## src/verilog/sev_pkg.sv

```systemverilog
package sev_pkg;

  // ------------------------------------------------------------
  // widths and counts
  // ------------------------------------------------------------
  localparam int         REG_W      = 16;
  localparam int         SETS       = 3;
  localparam int         DIGITS     = 5;
  localparam int         BCD_W      = 20;
  localparam logic [4:0] CONV_STEPS = 5'h10;

  // ------------------------------------------------------------
  // reset values
  // ------------------------------------------------------------
  localparam logic [15:0] EVENT_RST  = 16'h0000;
  localparam logic [15:0] COND_RST   = 16'h0000;
  localparam logic [15:0] ENABLE_RST = 16'h0000;
  localparam logic [19:0] BCD_RST    = 20'h00000;

  // ------------------------------------------------------------
  // field positions
  // ------------------------------------------------------------
  localparam int RD_OVER_BIT  = 0;
  localparam int RD_LOW_BIT   = 1;
  localparam int RD_HIGH_BIT  = 2;
  localparam int RD_READY_BIT = 5;
  localparam int RD_TWO_BIT   = 7;
  localparam int RD_HALF_BIT  = 8;
  localparam int RD_FULL_BIT  = 9;
  localparam int IN_TEMP_BIT  = 4;
  localparam int IN_CAL_BIT   = 8;
  localparam int IN_WARN_BIT  = 14;
  localparam int AC_MEAS_BIT  = 4;
  localparam int AC_TRIG_BIT  = 5;
  localparam int AC_IDLE_BIT  = 10;

  // bits that may ever set, per register set
  localparam logic [15:0] READING_MASK   = 16'h03A7;
  localparam logic [15:0] INTEGRITY_MASK = 16'h4110;
  localparam logic [15:0] ACTIVITY_MASK  = 16'h0430;

  function automatic logic [15:0] set_mask(input int s);
    if (s == 0) return READING_MASK;
    else if (s == 1) return INTEGRITY_MASK;
    else return ACTIVITY_MASK;
  endfunction

  // ------------------------------------------------------------
  // types
  // ------------------------------------------------------------
  typedef enum logic [2:0] {
    SEV_RD_EVENT, SEV_RD_COND, SEV_RD_ENABLE, SEV_WR_ENABLE, SEV_PRESET
  } sev_cmd_t;

  typedef enum logic [1:0] {SEV_READING, SEV_INTEGRITY, SEV_ACTIVITY} sev_set_t;

  typedef enum logic {SEV_IDLE, SEV_BUSY} sev_state_t;

  typedef struct packed {
    sev_cmd_t    cmd;
    sev_set_t    set;
    logic [15:0] data;
  } sev_req_t;

  typedef struct packed {
    logic over_range_reading;
    logic below_lower_bound;
    logic above_upper_bound;
    logic new_reading_ready;
    logic buffer_has_two_readings;
    logic buffer_half_filled;
    logic buffer_filled;
    logic ref_junction_invalid;
    logic cal_constant_invalid;
    logic cal_success;
    logic cmd_param_ignored;
    logic measuring;
    logic trig_action;
    logic idle;
  } sev_src_t;

endpackage

```

## src/verilog/sev_status.sv

```systemverilog
`timescale 1ns/1ps
// Function
// - reading an event register returns its pattern, then clears all its bits except those rising in that cycle.
// - a read answers as one decimal number, weight two to the bit position.
// - bit 0 of reading events sets on an over-range reading.
// - bit 1 of reading events sets when reading is below the lower bound.
// - bit 2 of reading events sets when reading is above the upper bound.
// - bit 5 of reading events sets when a reading is taken and processed.
// - bit 7 of reading events sets when the buffer holds two readings.
// - bit 8 of reading events sets when the buffer is half filled.
// - bit 9 of reading events sets when the buffer is filled.
// - unused bits of the reading register never set.
// - bit 4 of integrity events sets on an invalid reference junction.
// - invalid calibration constant at power-up sets bit 8; default constant used.
// - the calibration fault clears only after a successful calibration.
// - bit 14 of integrity events sets when a command parameter is ignored.
// - the fault lamp is lit while any integrity event stands.
// - bit 4 of activity events sets while measuring.
// - bit 5 of activity events sets in the trigger device-action stage.
// - bit 10 of activity events sets while idle.
// - each event is gated by its enable bit before reaching the summary.
// - each set has a live, unlatched condition register.
// - preset clears the three enable masks and nothing else.
module sev_status (
  // clock and reset
  input  logic               core_clk,
  input  logic               rst,
  // instrument status sources
  input  sev_pkg::sev_src_t  src,
  // host query port
  input  logic               req_valid,
  input  sev_pkg::sev_req_t  req,
  output logic               req_ready,
  // decimal answer
  output logic               ans_valid,
  output logic [19:0]        ans_bcd,
  // summaries and indicators
  output logic [2:0]         summary,
  output logic               fault_lamp,
  output logic               use_default_cal
);

  // ------------------------------------------------------------
  // declarations
  // ------------------------------------------------------------
  logic [15:0]         cond_vec    [sev_pkg::SETS];
  logic [15:0]         event_vec   [sev_pkg::SETS];
  logic [15:0]         live_vec    [sev_pkg::SETS];
  logic [15:0]         enable_vec  [sev_pkg::SETS];
  logic [2:0]          rd_clr;
  logic [2:0]          wr_en;
  logic                preset;
  logic                take;
  logic                set_ok;
  logic                is_read;
  logic                conv_start;
  logic [15:0]         read_mux;
  logic                cal_fault;
  logic                next_cal_fault;
  logic                next_fault_lamp;
  logic                next_req_ready;
  logic [15:0]         next_integrity;
  sev_pkg::sev_state_t state;
  sev_pkg::sev_state_t next_state;

  // ------------------------------------------------------------
  // live conditions
  // ------------------------------------------------------------

  // reading set: limit and buffer events from the measuring path
  always_comb begin
    cond_vec[0]                        = 16'h0000;
    cond_vec[0][sev_pkg::RD_OVER_BIT]  = src.over_range_reading;
    cond_vec[0][sev_pkg::RD_LOW_BIT]   = src.below_lower_bound;
    cond_vec[0][sev_pkg::RD_HIGH_BIT]  = src.above_upper_bound;
    cond_vec[0][sev_pkg::RD_READY_BIT] = src.new_reading_ready;
    cond_vec[0][sev_pkg::RD_TWO_BIT]   = src.buffer_has_two_readings;
    cond_vec[0][sev_pkg::RD_HALF_BIT]  = src.buffer_half_filled;
    cond_vec[0][sev_pkg::RD_FULL_BIT]  = src.buffer_filled;
  end

  // integrity set: the calibration bit follows the held fault, not the pulse
  always_comb begin
    cond_vec[1]                       = 16'h0000;
    cond_vec[1][sev_pkg::IN_TEMP_BIT] = src.ref_junction_invalid;
    cond_vec[1][sev_pkg::IN_CAL_BIT]  = cal_fault;
    cond_vec[1][sev_pkg::IN_WARN_BIT] = src.cmd_param_ignored;
  end

  // activity set: trigger model stages
  always_comb begin
    cond_vec[2]                       = 16'h0000;
    cond_vec[2][sev_pkg::AC_MEAS_BIT] = src.measuring;
    cond_vec[2][sev_pkg::AC_TRIG_BIT] = src.trig_action;
    cond_vec[2][sev_pkg::AC_IDLE_BIT] = src.idle;
  end

  // ------------------------------------------------------------
  // calibration fault
  // ------------------------------------------------------------

  // a fresh bad-constant report wins over a calibration finishing together
  always_comb begin
    if (src.cal_constant_invalid) begin
      next_cal_fault = 1'b1;
    end else if (src.cal_success) begin
      next_cal_fault = 1'b0;
    end else begin
      next_cal_fault = cal_fault;
    end
  end

  always_ff @(posedge core_clk or posedge rst) begin
    if (rst) begin
      cal_fault <= 1'b0;
    end else begin
      cal_fault <= next_cal_fault;
    end
  end

  assign use_default_cal = cal_fault;

  // ------------------------------------------------------------
  // register sets
  // ------------------------------------------------------------

  // one bank per set; unused bits are masked inside the bank
  for (genvar g = 0; g < sev_pkg::SETS; g++) begin : g_set
    sev_bank #(
      .MASK (sev_pkg::set_mask(g))
    ) u_bank (
      .core_clk    (core_clk),
      .rst         (rst),
      .cond_in     (cond_vec[g]),
      .rd_clr      (rd_clr[g]),
      .wr_en       (wr_en[g]),
      .wr_data     (req.data),
      .preset      (preset),
      .event_flags (event_vec[g]),
      .cond_flags  (live_vec[g]),
      .enable_mask (enable_vec[g]),
      .summary     (summary[g])
    );
  end

  // ------------------------------------------------------------
  // command decode
  // ------------------------------------------------------------

  // commands are refused while a decimal answer is being built
  always_comb begin
    take       = req_valid && req_ready;
    set_ok     = int'(req.set) < sev_pkg::SETS;
    is_read    = req.cmd == sev_pkg::SEV_RD_EVENT || req.cmd == sev_pkg::SEV_RD_COND ||
                 req.cmd == sev_pkg::SEV_RD_ENABLE;
    conv_start = take && is_read;
    preset     = take && req.cmd == sev_pkg::SEV_PRESET;
    rd_clr     = 3'h0;
    wr_en      = 3'h0;
    read_mux   = 16'h0000;
    if (take && set_ok) begin
      if (req.cmd == sev_pkg::SEV_RD_EVENT) begin
        rd_clr[req.set] = 1'b1;
        read_mux        = event_vec[req.set];
      end else if (req.cmd == sev_pkg::SEV_RD_COND) begin
        read_mux = live_vec[req.set];
      end else if (req.cmd == sev_pkg::SEV_RD_ENABLE) begin
        read_mux = enable_vec[req.set];
      end else if (req.cmd == sev_pkg::SEV_WR_ENABLE) begin
        wr_en[req.set] = 1'b1;
      end
    end
  end

  // ------------------------------------------------------------
  // answer sequencing
  // ------------------------------------------------------------

  // reads hold the port until the decimal conversion is out
  always_comb begin
    next_state = state;
    case (state)
      sev_pkg::SEV_IDLE: begin
        if (conv_start) begin
          next_state = sev_pkg::SEV_BUSY;
        end
      end
      sev_pkg::SEV_BUSY: begin
        if (ans_valid) begin
          next_state = sev_pkg::SEV_IDLE;
        end
      end
      default: begin
        next_state = sev_pkg::SEV_IDLE;
      end
    endcase
    next_req_ready = next_state == sev_pkg::SEV_IDLE;
  end

  always_ff @(posedge core_clk or posedge rst) begin
    if (rst) begin
      state     <= sev_pkg::SEV_IDLE;
      req_ready <= 1'b1;
    end else begin
      state     <= next_state;
      req_ready <= next_req_ready;
    end
  end

  // decimal weighting of the chosen register
  sev_dec u_dec (
    .core_clk (core_clk),
    .rst      (rst),
    .start    (conv_start),
    .bin      (read_mux),
    .done     (ans_valid),
    .bcd_out  (ans_bcd)
  );

  // ------------------------------------------------------------
  // fault lamp
  // ------------------------------------------------------------

  // lamp tracks the integrity events, so it goes dark on the clearing read
  always_comb begin
    next_integrity  = rd_clr[1] ? sev_pkg::EVENT_RST : event_vec[1];
    next_integrity  = next_integrity | (cond_vec[1] & sev_pkg::INTEGRITY_MASK & ~live_vec[1]);
    next_fault_lamp = |next_integrity;
  end

  always_ff @(posedge core_clk or posedge rst) begin
    if (rst) begin
      fault_lamp <= 1'b0;
    end else begin
      fault_lamp <= next_fault_lamp;
    end
  end

  int unsigned ans_num;

  assign ans_num = ans_bcd[19:16] * 10000 + ans_bcd[15:12] * 1000 +
                   ans_bcd[11:8] * 100 + ans_bcd[7:4] * 10 + ans_bcd[3:0];
endmodule

```

## src/verilog/sev_bank.sv

```systemverilog
`timescale 1ns/1ps
module sev_bank #(
  parameter logic [15:0] MASK = 16'hFFFF
) (
  // clock and reset
  input  logic        core_clk,
  input  logic        rst,
  // live status and host actions
  input  logic [15:0] cond_in,
  input  logic        rd_clr,
  input  logic        wr_en,
  input  logic [15:0] wr_data,
  input  logic        preset,
  // register contents
  output logic [15:0] event_flags,
  output logic [15:0] cond_flags,
  output logic [15:0] enable_mask,
  output logic        summary
);

  logic [15:0] rise;
  logic [15:0] next_event_flags;
  logic [15:0] next_cond_flags;
  logic [15:0] next_enable_mask;
  logic        next_summary;

  // events latch on a rising condition; a new event beats the clearing read
  always_comb begin
    rise             = cond_in & MASK & ~cond_flags;
    next_event_flags = (rd_clr ? sev_pkg::EVENT_RST : event_flags) | rise;
    next_cond_flags  = cond_in & MASK;
    if (preset) begin
      next_enable_mask = sev_pkg::ENABLE_RST;
    end else if (wr_en) begin
      next_enable_mask = wr_data & MASK;
    end else begin
      next_enable_mask = enable_mask;
    end
    next_summary = |(next_event_flags & next_enable_mask);
  end

  always_ff @(posedge core_clk or posedge rst) begin
    if (rst) begin
      event_flags <= sev_pkg::EVENT_RST;
      cond_flags  <= sev_pkg::COND_RST;
      enable_mask <= sev_pkg::ENABLE_RST;
      summary     <= 1'b0;
    end else begin
      event_flags <= next_event_flags;
      cond_flags  <= next_cond_flags;
      enable_mask <= next_enable_mask;
      summary     <= next_summary;
    end
  end
endmodule

```

## src/verilog/sev_dec.sv

```systemverilog
`timescale 1ns/1ps
module sev_dec (
  // clock and reset
  input  logic        core_clk,
  input  logic        rst,
  // binary in
  input  logic        start,
  input  logic [15:0] bin,
  // decimal out
  output logic        done,
  output logic [19:0] bcd_out
);

  logic [15:0] shreg;
  logic [19:0] acc;
  logic [19:0] adj;
  logic [4:0]  cnt;
  logic [15:0] next_shreg;
  logic [19:0] next_acc;
  logic [4:0]  next_cnt;
  logic        next_done;
  logic [19:0] next_bcd_out;

  // shift-and-add-three, one bit a cycle: slow but tiny
  always_comb begin
    adj = acc;
    for (int d = 0; d < sev_pkg::DIGITS; d++) begin
      if (acc[4*d +: 4] > 4'h4) begin
        adj[4*d +: 4] = acc[4*d +: 4] + 4'h3;
      end
    end
    next_shreg   = shreg;
    next_acc     = acc;
    next_cnt     = cnt;
    next_done    = 1'b0;
    next_bcd_out = bcd_out;
    if (start) begin
      next_shreg = bin;
      next_acc   = sev_pkg::BCD_RST;
      next_cnt   = sev_pkg::CONV_STEPS;
    end else if (cnt != 5'h00) begin
      next_shreg = {shreg[14:0], 1'b0};
      next_acc   = {adj[18:0], shreg[15]};
      next_cnt   = cnt - 5'h01;
      if (cnt == 5'h01) begin
        next_done    = 1'b1;
        next_bcd_out = {adj[18:0], shreg[15]};
      end
    end
  end

  always_ff @(posedge core_clk or posedge rst) begin
    if (rst) begin
      shreg   <= 16'h0000;
      acc     <= sev_pkg::BCD_RST;
      cnt     <= 5'h00;
      done    <= 1'b0;
      bcd_out <= sev_pkg::BCD_RST;
    end else begin
      shreg   <= next_shreg;
      acc     <= next_acc;
      cnt     <= next_cnt;
      done    <= next_done;
      bcd_out <= next_bcd_out;
    end
  end

endmodule

```

## config.mk

```make
export PLATFORM = sky130hd
export DESIGN_NAME = sev_status
export DESIGN_NICKNAME = d
export VERILOG_FILES = /design/src/verilog/sev_pkg.sv /design/src/verilog/sev_status.sv /design/src/verilog/sev_bank.sv /design/src/verilog/sev_dec.sv
export SDC_FILE = /design/constraint.sdc
export NUM_CORES = 1
export LEC_CHECK = 0
export BUFFER_PORTS_ARGS = -buffer_cell sky130_fd_sc_hd__buf_2
export CORE_MARGIN = 8
export CORE_UTILIZATION = 45
export DETAILED_ROUTE_END_ITERATION = 12
export SYNTH_ARGS = -nofsm -noshare
export SYNTH_HDL_FRONTEND = slang
export SYNTH_SLANG_ARGS = --single-unit
```

## constraint.sdc

```tcl
create_clock -name core_clk -period 7.41 [get_ports core_clk]
set_input_delay 0.741 -clock core_clk [delete_from_list [all_inputs] [get_ports core_clk]]
set_output_delay 0.741 -clock core_clk [all_outputs]
set_load 0.02 [all_outputs]
```

# Word-level counts from Yosys, hierarchy flattened
# Index checks and enable logic that the tools add are counted.
[classes]
n_addsub = 6
n_lt_le_gt_ge = 9
n_eq_ne = 5
n_mux = 50
n_bitwise = 16
n_reduce_logical = 16
[op_table]
columns = ["operator", "n"]
rows = [
  ["16-bit 2-to-1 mux", 21],
  ["16-bit binary-select mux with 2-bit select", 3],
  ["16-bit OR reduction", 4],
  ["16-bit AND", 3],
  ["16-bit OR", 3],
  ["20-bit 2-to-1 mux", 2],
  ["3-bit 2-to-1 mux", 8],
  ["4-bit by 3-bit > comparator with 1-bit output (second input constant)", 5],
  ["4-bit by 2-bit adder with 4-bit output (second input constant)", 4],
  ["10-bit by 16-bit AND with 16-bit output", 1],
  ["11-bit by 16-bit AND with 16-bit output", 1],
  ["15-bit by 16-bit AND with 16-bit output", 1],
  ["4-bit 2-to-1 mux", 4],
  ["10-bit NOT with 16-bit output", 1],
  ["11-bit NOT with 16-bit output", 1],
  ["15-bit NOT with 16-bit output", 1],
  ["5-bit 2-to-1 mux", 2],
  ["1-bit 2-to-1 mux", 8],
  ["3-bit by 2-bit == test with 1-bit output (second input constant)", 2],
  ["5-bit by 1-bit == test with 1-bit output (second input constant)", 1],
  ["1-bit logical AND", 5],
  ["5-bit nonzero test", 1],
  ["5-bit by 1-bit subtractor with 5-bit output (second input constant)", 1],
  ["2-bit nonzero test", 2],
  ["14 further kinds", 17],
]
[word_totals]
reg_bits = 178
out_inout_bits = 27

# Logic depth before layout (Yosys ltp)
# Gate-level depths: netlist of the first run.
[logic_depth]
ltp_word = 13
depth_mapped = 8
mapped_depth_nobuf = 7

# Modules after synthesis
# A second synthesis of the first run with hierarchy kept.
[unflattened]
hier_cells = 900
area_unflattened_um2 = 9221.3
[by_module_without_submodules]
columns = ["mod", "n_inst", "cells_per_inst", "area_per_inst_um2", "seq_area_each_um2"]
rows = [
  ["sev_dec", 1, 330, 3153.0, 1551.5],
  ["sev_status", 1, 232, 1825.5, 101.3],
  ["sev_bank (g_set[0].u_bank)", 1, 120, 1510.2, 1001.0],
  ["sev_bank (g_set[1].u_bank)", 1, 109, 1370.1, 900.9],
  ["sev_bank (g_set[2].u_bank)", 1, 109, 1362.6, 900.9],
]

# Worst setup path after synthesis of the first run
# No wires, ideal clock.
[synth_timing]
kind = "input -> register"
from = "in req[19] (netlist name)"
to = "reg g_set[1].u_bank.summary"
setup_ns = 0.126
arrival_time_ns = 2.102
t_required_ns = 7.284
path_slack_ns = 5.182
stages = 6
path_buffers = 1
path_cell_list = "buf_6 or2_4 or3_4 o21a_4 a221o_1 a221o_1"
[synth_between]
elab_chain_len = 10
elab_cells_between_ends = 19
cone_classes = "eq/ne (4); mux (10); bitwise (2); reduce/logical (3)"
[synth_rtl]
columns = ["item", "line", "rtl"]
rows = [
  ["from (decl)", "sev_status.sv:32", "input sev_pkg::sev_req_t req,"],
  ["3-bit by 2-bit == test with 1-bit output", "sev_status.sv:169", "end else if (req.cmd == sev_pkg::SEV_WR_ENABLE) begin"],
  ["3-bit 2-to-1 mux", "sev_status.sv:169", ""],
  ["3-bit 2-to-1 mux", "sev_status.sv:167", "end else if (req.cmd == sev_pkg::SEV_RD_ENABLE) begin"],
  ["3-bit 2-to-1 mux", "sev_status.sv:165", "end else if (req.cmd == sev_pkg::SEV_RD_COND) begin"],
  ["3-bit 2-to-1 mux", "sev_status.sv:162", "if (req.cmd == sev_pkg::SEV_RD_EVENT) begin"],
  ["3-bit 2-to-1 mux", "sev_status.sv:161", "if (take && set_ok) begin"],
  ["16-bit 2-to-1 mux", "sev_bank.sv:34", "end else if (wr_en) begin"],
  ["16-bit 2-to-1 mux *", "sev_bank.sv:32", "if (preset) begin"],
  ["named net g_set[1].u_bank.next_enable_mask[8]", "sev_bank.sv:24", "logic [15:0] next_enable_mask;"],
  ["16-bit AND *", "sev_bank.sv:39", "next_summary = |(next_event_flags & next_enable_mask);"],
  ["16-bit OR reduction *", "sev_bank.sv:39", ""],
  ["named net g_set[1].u_bank.next_summary", "sev_bank.sv:25", "logic next_summary;"],
  ["to (signal assigned)", "sev_bank.sv:52", "summary <= next_summary;"],
  ["to (decl)", "sev_bank.sv:18", "output logic summary"],
]
# Mark *: on every way through the listed nets, which the timed path passes. The rest lies on a longest branch.
# A chain may end at the register's enable or synchronous reset.

# Final worst setup path of the first run
[layout_timing]
from = "in req[17] (netlist name)"
to = "reg g_set[2].u_bank.summary"
[layout_between]
elab_cells_between_ends = 20
cone_classes = "order compare (3); mux (12); bitwise (2); reduce/logical (3)"
[layout_lines]
columns = ["item", "line", "rtl"]
rows = [
  ["2-bit by 3-bit less-than comparator with 1-bit output (not written as such) or 2-bit by 1-bit >= comparator with 1-bit output (tied branches)", "sev_status.sv:163", "rd_clr[req.set] = 1'b1;"],
  ["1-bit logical AND (not written as such)", "sev_status.sv:163", ""],
  ["1-bit 2-to-1 mux (not written as such)", "sev_status.sv:163", ""],
  ["1-bit demux with 2-bit select", "sev_status.sv:163", ""],
  ["3-bit 2-to-1 mux", "sev_status.sv:162", ""],
  ["3-bit 2-to-1 mux *", "sev_status.sv:161", ""],
  ["16-bit 2-to-1 mux *", "sev_bank.sv:30", "next_event_flags = (rd_clr ? sev_pkg::EVENT_RST : event_flags) | rise;"],
  ["16-bit OR *", "sev_bank.sv:30", ""],
  ["named net g_set[2].u_bank.next_event_flags[4]", "sev_bank.sv:22", "logic [15:0] next_event_flags;"],
  ["16-bit AND *", "sev_bank.sv:39", ""],
  ["16-bit OR reduction *", "sev_bank.sv:39", ""],
  ["named net g_set[2].u_bank.next_summary", "sev_bank.sv:25", ""],
  ["to (signal assigned)", "sev_bank.sv:52", ""],
  ["to (decl)", "sev_bank.sv:18", ""],
]
# Marks and branches as above.

==> results of run 1 <==
==> synthesized netlist by cell type, drive strengths merged, types with 3 or more instances <==
cell type	n	area (µm²)
buf	21	119
ha	9	113
nor3	15	85.1
inv	34	128
o22ai	5	31.3
o21ai	60	300
o31a	3	26.3
a22oi	16	120
a22o	16	140
nor2	45	179
o211ai	4	30.0
o2bb2ai	4	35.0
a21oi	62	310
a31oi	7	43.8
a211oi	10	80.1
xnor2	6	52.6
a221o	3	30.0
nand3	14	70.1
a2bb2oi	5	43.8
nand4	12	75.1
clkbuf	24	90.1
nor3b	4	35.0
mux2i	36	360
dfrtp	177	4430
nor2b	7	43.8
nand2	69	259
and2	72	450
or3	3	23.8
a221oi	12	105
nand2b	4	25.0
mux2	14	158
==> power groups by stage <==
stage | clock network (W) | registers [W] | logic [W]
detailed placement | 0 | 0.00130 | 0.000836
CTS | 0.000903 | 0.00128 | 0.000840
floorplan | 0 | 0.00133 | 0.000570
global placement | 0 | 0.00129 | 0.000796
global route | 0.000942 | 0.00131 | 0.000936
finish | 0.000884 | 0.00128 | 0.000831
==> how the worst max path moves through the flow <==
| stage | start | end | slack (ns) | depth (start not counted) |
|---|---|---|---|---|
| floorplan | rst | fault_lamp$_DFF_PP0_ | 1.84 | 1 |
| global placement | req[17] | g_set[2].u_bank.summary$_DFF_PP0_ | 3.88 | 6 |
| detailed placement | req[17] | g_set[2].u_bank.summary$_DFF_PP0_ | 3.82 | 6 |
| CTS | req[17] | g_set[2].u_bank.summary$_DFF_PP0_ | 4.30 | 6 |
| global route | req[17] | g_set[2].u_bank.summary$_DFF_PP0_ | 4.07 | 6 |
| finish | req[17] | g_set[2].u_bank.summary$_DFF_PP0_ | 4.26 | 6 |
==> flip-flops by register name, indices dropped and copies added (netlist names), 3 cells and up <==
register                  flops
g_set.u_bank.event_flags     48
u_dec.bcd_out                20
g_set.u_bank.enable_mask     48
g_set.u_bank.summary          3
g_set.u_bank.cond_flags      13
u_dec.shreg                  16
u_dec.acc                    20
u_dec.cnt                     5
==> cell usage in the layout (no fill, tap or decap), drive strengths merged, types with 15 or more instances in the layout <==
master / n
a21oi: 62
a22o: 16
a22oi: 16
and2: 72
buf: 65
clkbuf: 20
dfrtp: 177
inv: 36
mux2i: 36
nand2: 69
nor2: 45
nor3: 15
o21ai: 60
==> per-layer routing <==
layer	wire, µm	global-route usage	vias up
li1	-	-	2914
met1	9770	0.268	3205
met2	10500	0.319	175
met3	1200	0.0430	20
met4	344	0.0638	0
met5	0	0	-
==> through the flow <==
stage | hold WS, ns | setup WS [ns]
2_1_floorplan | 0.450 | 1.84
3_3_place_gp | 0.458 | 3.88
3_5_place_dp | 0.472 | 3.82
4_1_cts | 0.423 | 4.30
5_1_grt | 0.419 | 4.07
6_report | 0.432 | 4.26
==> area by class of cell <==
| type | instances | area, µm² | area share |
|---|---|---|---|
| antenna | 1 | 2.50 | 0.000270 |
| clock inverter | 12 | 131 | 0.0142 |
| tap | 229 | 287 | 0.0310 |
| inverter | 36 | 140 | 0.0151 |
| sequential | 178 | 4460 | 0.481 |
| clock buffer | 20 | 447 | 0.0483 |
| timing repair buffer | 65 | 343 | 0.0370 |
| multi-input combinational | 540 | 3450 | 0.373 |
==> cells by family (layout without fill, tap and decap cells) <==
| logic type | after synthesis | in the layout | synth area share |
|---|---|---|---|
| adder cells (fa/ha/maj) | 9 | 9 | 0.0137 |
| AO/OA/AOI/OAI | 219 | 219 | 0.172 |
| flip-flops | 178 | 178 | 0.541 |
| XOR/XNOR | 6 | 6 | 0.00638 |
| multiplexers | 50 | 50 | 0.0629 |
| AND/OR/NAND/NOR | 256 | 256 | 0.163 |
| buffers and inverters | 81 | 133 | 0.0418 |
| other | 0 | 1 | 0 |
==> worst max-delay path, delay by kind of cell <==
kind                   cells  cell delay [ns]
and+or+nand+nor            3             1.45
AOI/OAI and AO/OA          2             0.54
buffers and inverters      1             0.70
==> metrics.cfg, run 1 <==
[synthesis]
yosysSeqAreaShare = 0.541
avgSynthCellArea_um2 = 10.3
synth_edf_count = 0
synth_ff_type = dfrtp_1
yosys_warnings = 0
syn_area_mm2 = 0.00824
ys_seq_elements = 178
synth_cell_type_count = 60
async_flop_share = 1.00
synth_nets = 846
syn_inst = 799

[sta]
fin_crit_ns = 3.15
rsz0062_at_grt = no
hold_viol_final = 0
max_freq_mhz = 318
finalMaxSlewViolations = 0
worst_pin_slew_ns = 0.984
setup_viol = 0
max_slew_margin = 0.344
fin_crit_sh = 0.425
fin_skew_ns = 0.00711
fin_setup_tns_ns = 0

[power]
power_w = 0.00300
combinationalPowerShare = 0.277
switchingPower_w = 0.00100
internal_power_w = 0.00200
clkPwrFrac = 0.295
max-vdd-ir-drop_v = 0.000212
swShare = 0.334
powerDensity_mw_per_mm2 = 324
p_leak_nw = 4.31
seqPwrFrac = 0.428

[global_routing]
grt_max_degree = 108
antenna_found_initial = 0
grtUsageTotal = 0.200
grt_pass1_vias = 6473
grt_pass1_wl_mm = 35.7
overflow = 0

[outcome]
status = finished clean

[worst_setup_path]
cp-end-kind = register
r2r_start = req_ready$_DFF_PP1_
crit_fanout = 39
r2r_cells = 5
max_stage_delay_ns = 0.70
r2r_end = g_set[1].u_bank.summary$_DFF_PP0_
reg2reg_slack_ns = 4.56
cp.required_ns = 7.72
criticalPathCategory = in2reg
worstPathCellList = buf_2 > nor2b_1 > nand3_1 > nand2_1 > o21ai_0 > a2111o_1
cp-start-kind = input pin
cp.arrival_ns = 3.46
cp_slowest_cell = buf_2

[worst_hold_path]
hp-start = src[2]
hold_path_class = in2reg
worstHoldPathCells = 1
hold-path-endpoint = g_set[2].u_bank.cond_flags[4]$_DFF_PP0_

[floorplan]
ios = 65
rows = 49
die_area_mm2 = 0.0229
die_w_um = 151
start_util = 0.459
coreArea_mm2 = 0.0180
die_height_um = 151

[placed_design]
dp.cells = 1048
post_dp_cell_area_mm2 = 0.00867
gp_congestion = 0.903
io_buffers = 58
place_hpwl_mm = 15.2

[layout]
fin_util = 0.515
final.fill_count = 1621
num-nets-final = 885
final_cells = 1081
drive_above_1_share = 0.146
syn_to_final_growth_pct = 12.3
design_area_mm2 = 0.00926

[clock_tree]
clk_pin_slew_ns = 0.06
cts_resized = 0
clk_latency_ns = 0.43
cts_tree = done
cts_buffer_depth = 2
clkSinkCount = 178
post_cts_buffers = 0
cts_buffers = 17
cts_hold_buf = 0
cts_htree_levels = 4
cts_root_buffer = clkbuf_16

[drt]
ant_nets = 0
vias_per_cell = 5.84
firstDrtPassIters = 5
drc = 0
wl_mm = 21.8
post_drt_wl_per_cell_um = 20.2
drtIter0Drc = 581
vias = 6314

[run]
max_cap_violations = 0

(Power assumes the default switching activity.)
==> run 2: changes to the inputs <==
- PLACE_DENSITY: unset -> 0.65
- clock period: 7.41 -> 2.6 ns (I/O delays scaled with it)
==> run 2 against run 1 <==
Largest power group unchanged. Via count is 1.1% higher. Worst hold slack got worse by 0.34 ns. First-iteration DRC count is 15% lower. Clock skew is 0.0011 ns higher. Combinational power grew to 2.9 times the previous value. Die area is the same. Sequential cell count stayed put.
==> metrics.cfg, run 2 (same netlist as run 1, synthesis figures left out) <==
[floorplan]
die_height_um = 151  ; unchanged
start_util = 0.459  ; unchanged
die_w_um = 151  ; unchanged
rows = 49  ; unchanged
die_area_mm2 = 0.0229  ; unchanged
coreArea_mm2 = 0.0180  ; unchanged
ios = 65  ; unchanged

[placed_design]
dp.cells = 1073  ; was 1,048
place_hpwl_mm = 15.5  ; was 15.2 mm
gp_congestion = 0.900  ; was 0.903
io_buffers = 58  ; unchanged

[clock_tree]
cts_resized = 0  ; unchanged
cts_tree = done  ; unchanged
clkSinkCount = 178  ; unchanged
cts_htree_levels = 4  ; unchanged
clk_pin_slew_ns = 0.07  ; was 0.06 ns
cts_buffers = 17  ; unchanged
post_cts_buffers = 0  ; unchanged
cts_buffer_depth = 2  ; unchanged
cts_root_buffer = clkbuf_16  ; unchanged
clk_latency_ns = 0.43  ; about the same

[layout]
final_cells = 1118  ; was 1,081
diodes = 0  ; was 1
syn_to_final_growth_pct = 16.4  ; was 12.3%
final_cell_mix = dfrtp_1 (177), and2_1 (72), nand2_1 (69)  ; unchanged
num-nets-final = 924  ; was 885
final_common_cell = dfrtp_1  ; unchanged
drive_above_1_share = 0.165  ; was 0.146
largestRegisters = g_set.u_bank.enable_mask x48, g_set.u_bank.event_flags x48  ; unchanged

[worst_hold_path]
hold_path_class = in2reg  ; unchanged

[worst_setup_path]
crit_fanout = 8  ; was 39
criticalPathCategory = reg2reg  ; was in2reg
cp-start-kind = register  ; was input pin
cp.arrival_ns = 2.48  ; was 3.46 ns
cp-end-kind = register  ; unchanged
reg2reg_slack_ns = 0.44  ; was 4.56 ns
cp.required_ns = 2.91  ; was 7.72 ns

[global_routing]
overflow = 0  ; unchanged
grt_pass1_vias = 6147  ; was 6,473
grtUsageTotal = 0.197  ; was 0.200
grt_max_degree = 70  ; was 108
grt_pass1_wl_mm = 34.5  ; was 35.7 mm
antenna_found_initial = 0  ; unchanged

[sta]
fin_setup_tns_ns = 0  ; unchanged
hold_viol_final = 0  ; unchanged
worst_pin_slew_ns = 0.619  ; was 0.984 ns
fin_skew_ns = 0.00822  ; was 0.00711 ns
max_slew_margin = 0.587  ; was 0.344
max_freq_mhz = 462
setup_viol = 0  ; unchanged
fin_crit_ns = 2.16
hold_ws_ns = 0.0891  ; was 0.432 ns
fin_crit_sh = 0.832
finalMaxSlewViolations = 0  ; unchanged
rsz0062_at_grt = no  ; unchanged

[power]
power_w = 0.00850  ; was 0.00300 W
p_leak_nw = 4.49  ; was 4.31 nW
max-vdd-ir-drop_v = 0.000574  ; was 0.000212 V
powerDensity_mw_per_mm2 = 886  ; was 324 mW/mm²

[drt]
drtIter0Drc = 495  ; was 581
firstDrtPassIters = 5  ; unchanged
vias = 6385  ; was 6,314
ant_nets = 0  ; unchanged
drc = 0  ; unchanged
vias_per_cell = 5.71  ; was 5.84
wl_mm = 21.5  ; was 21.8 mm
post_drt_wl_per_cell_um = 19.2  ; was 20.2 µm

[run]
max_cap_violations = 0  ; unchanged

[outcome]
status = finished clean  ; unchanged

## run 2: cell count changes in the layout (fill, tap and decap cells not counted), sizes merged
| cell | before | now |
|---|---|---|
| bufinv | 2 | 1 |
| inv | 36 | 35 |
| clkbuf | 20 | 21 |
| buf | 65 | 90 |
| diode | 1 | 0 |
| dlygate4sd3 | 0 | 14 |
## run 2: final timing paths
kind / from / endpoint / depth (start not counted)
hold / removal: src[4] / use_default_cal$_DFFE_PP0P_ / 3
setup reg to reg: req_ready$_DFF_PP1_ / g_set[1].u_bank.summary$_DFF_PP0_ / 5
min in group asynchronous: rst / u_dec.cnt[1]$_DFFE_PP0P_ / 3
max in group asynchronous: rst / g_set[2].u_bank.enable_mask[11]$_DFF_PP0_ / 4
setup / recovery: req_ready$_DFF_PP1_ / g_set[1].u_bank.summary$_DFF_PP0_ / 5
hold reg to reg: u_dec.bcd_out[12]$_DFFE_PP0P_ / u_dec.bcd_out[12]$_DFFE_PP0P_ / 2
## run 2: power by group
group	total, W	switching, W	leakage, nW	internal (W)
registers	0.00365	0.000368	2.29	0.00329
logic	0.00240	0.00139	1.93	0.00101
clock network	0.00245	0.00110	0.262	0.00135
total	0.00850	0.00286	4.49	0.00564
## run 2: area by class of cell
class | count | area, µm²
tap | 229 | 287
fill | 1594 | 8370
timing repair buffer | 104 | 708
multi-input combinational | 540 | 3450
clock inverter | 10 | 104
clock buffer | 21 | 450
sequential | 178 | 4460
inverter | 36 | 139
## run 2: what timing repair did
| item | 4_1_cts | 5_1_grt |
|---|---|---|
| hold buffers | 14 | 0 |
| endpoints found under the setup margin | 0 | 0 |
| hold endpoints to repair | 32 | 0 |
## run 2: layer usage
layer  routed length, µm  track usage  vias to the layer above
met5                   0            0                        -
met4                 451       0.0668                        0
met3                1120       0.0406                       29
met2               10000        0.302                      183
met1                9890        0.271                     3174
li1                    -            -                     2999
## run 2: worst max-delay path, stage by stage, from the launching register on
cell,delay [ns]
dfstp_2,0.56
and3b_1,0.36
o21ai_0,0.29
o2111a_1,0.30
a221o_1,0.27
a221o_1,0.26
## run 2: through the flow
stage          area [µm²]  setup WS [ns]   util
6_report             9590          0.436  0.534
3_3_place_gp         8900          0.449  0.495
3_5_place_dp         8900          0.462  0.495
4_1_cts              9590          0.447  0.534
5_1_grt              9590          0.345  0.534
2_1_floorplan        8240         0.0602      -
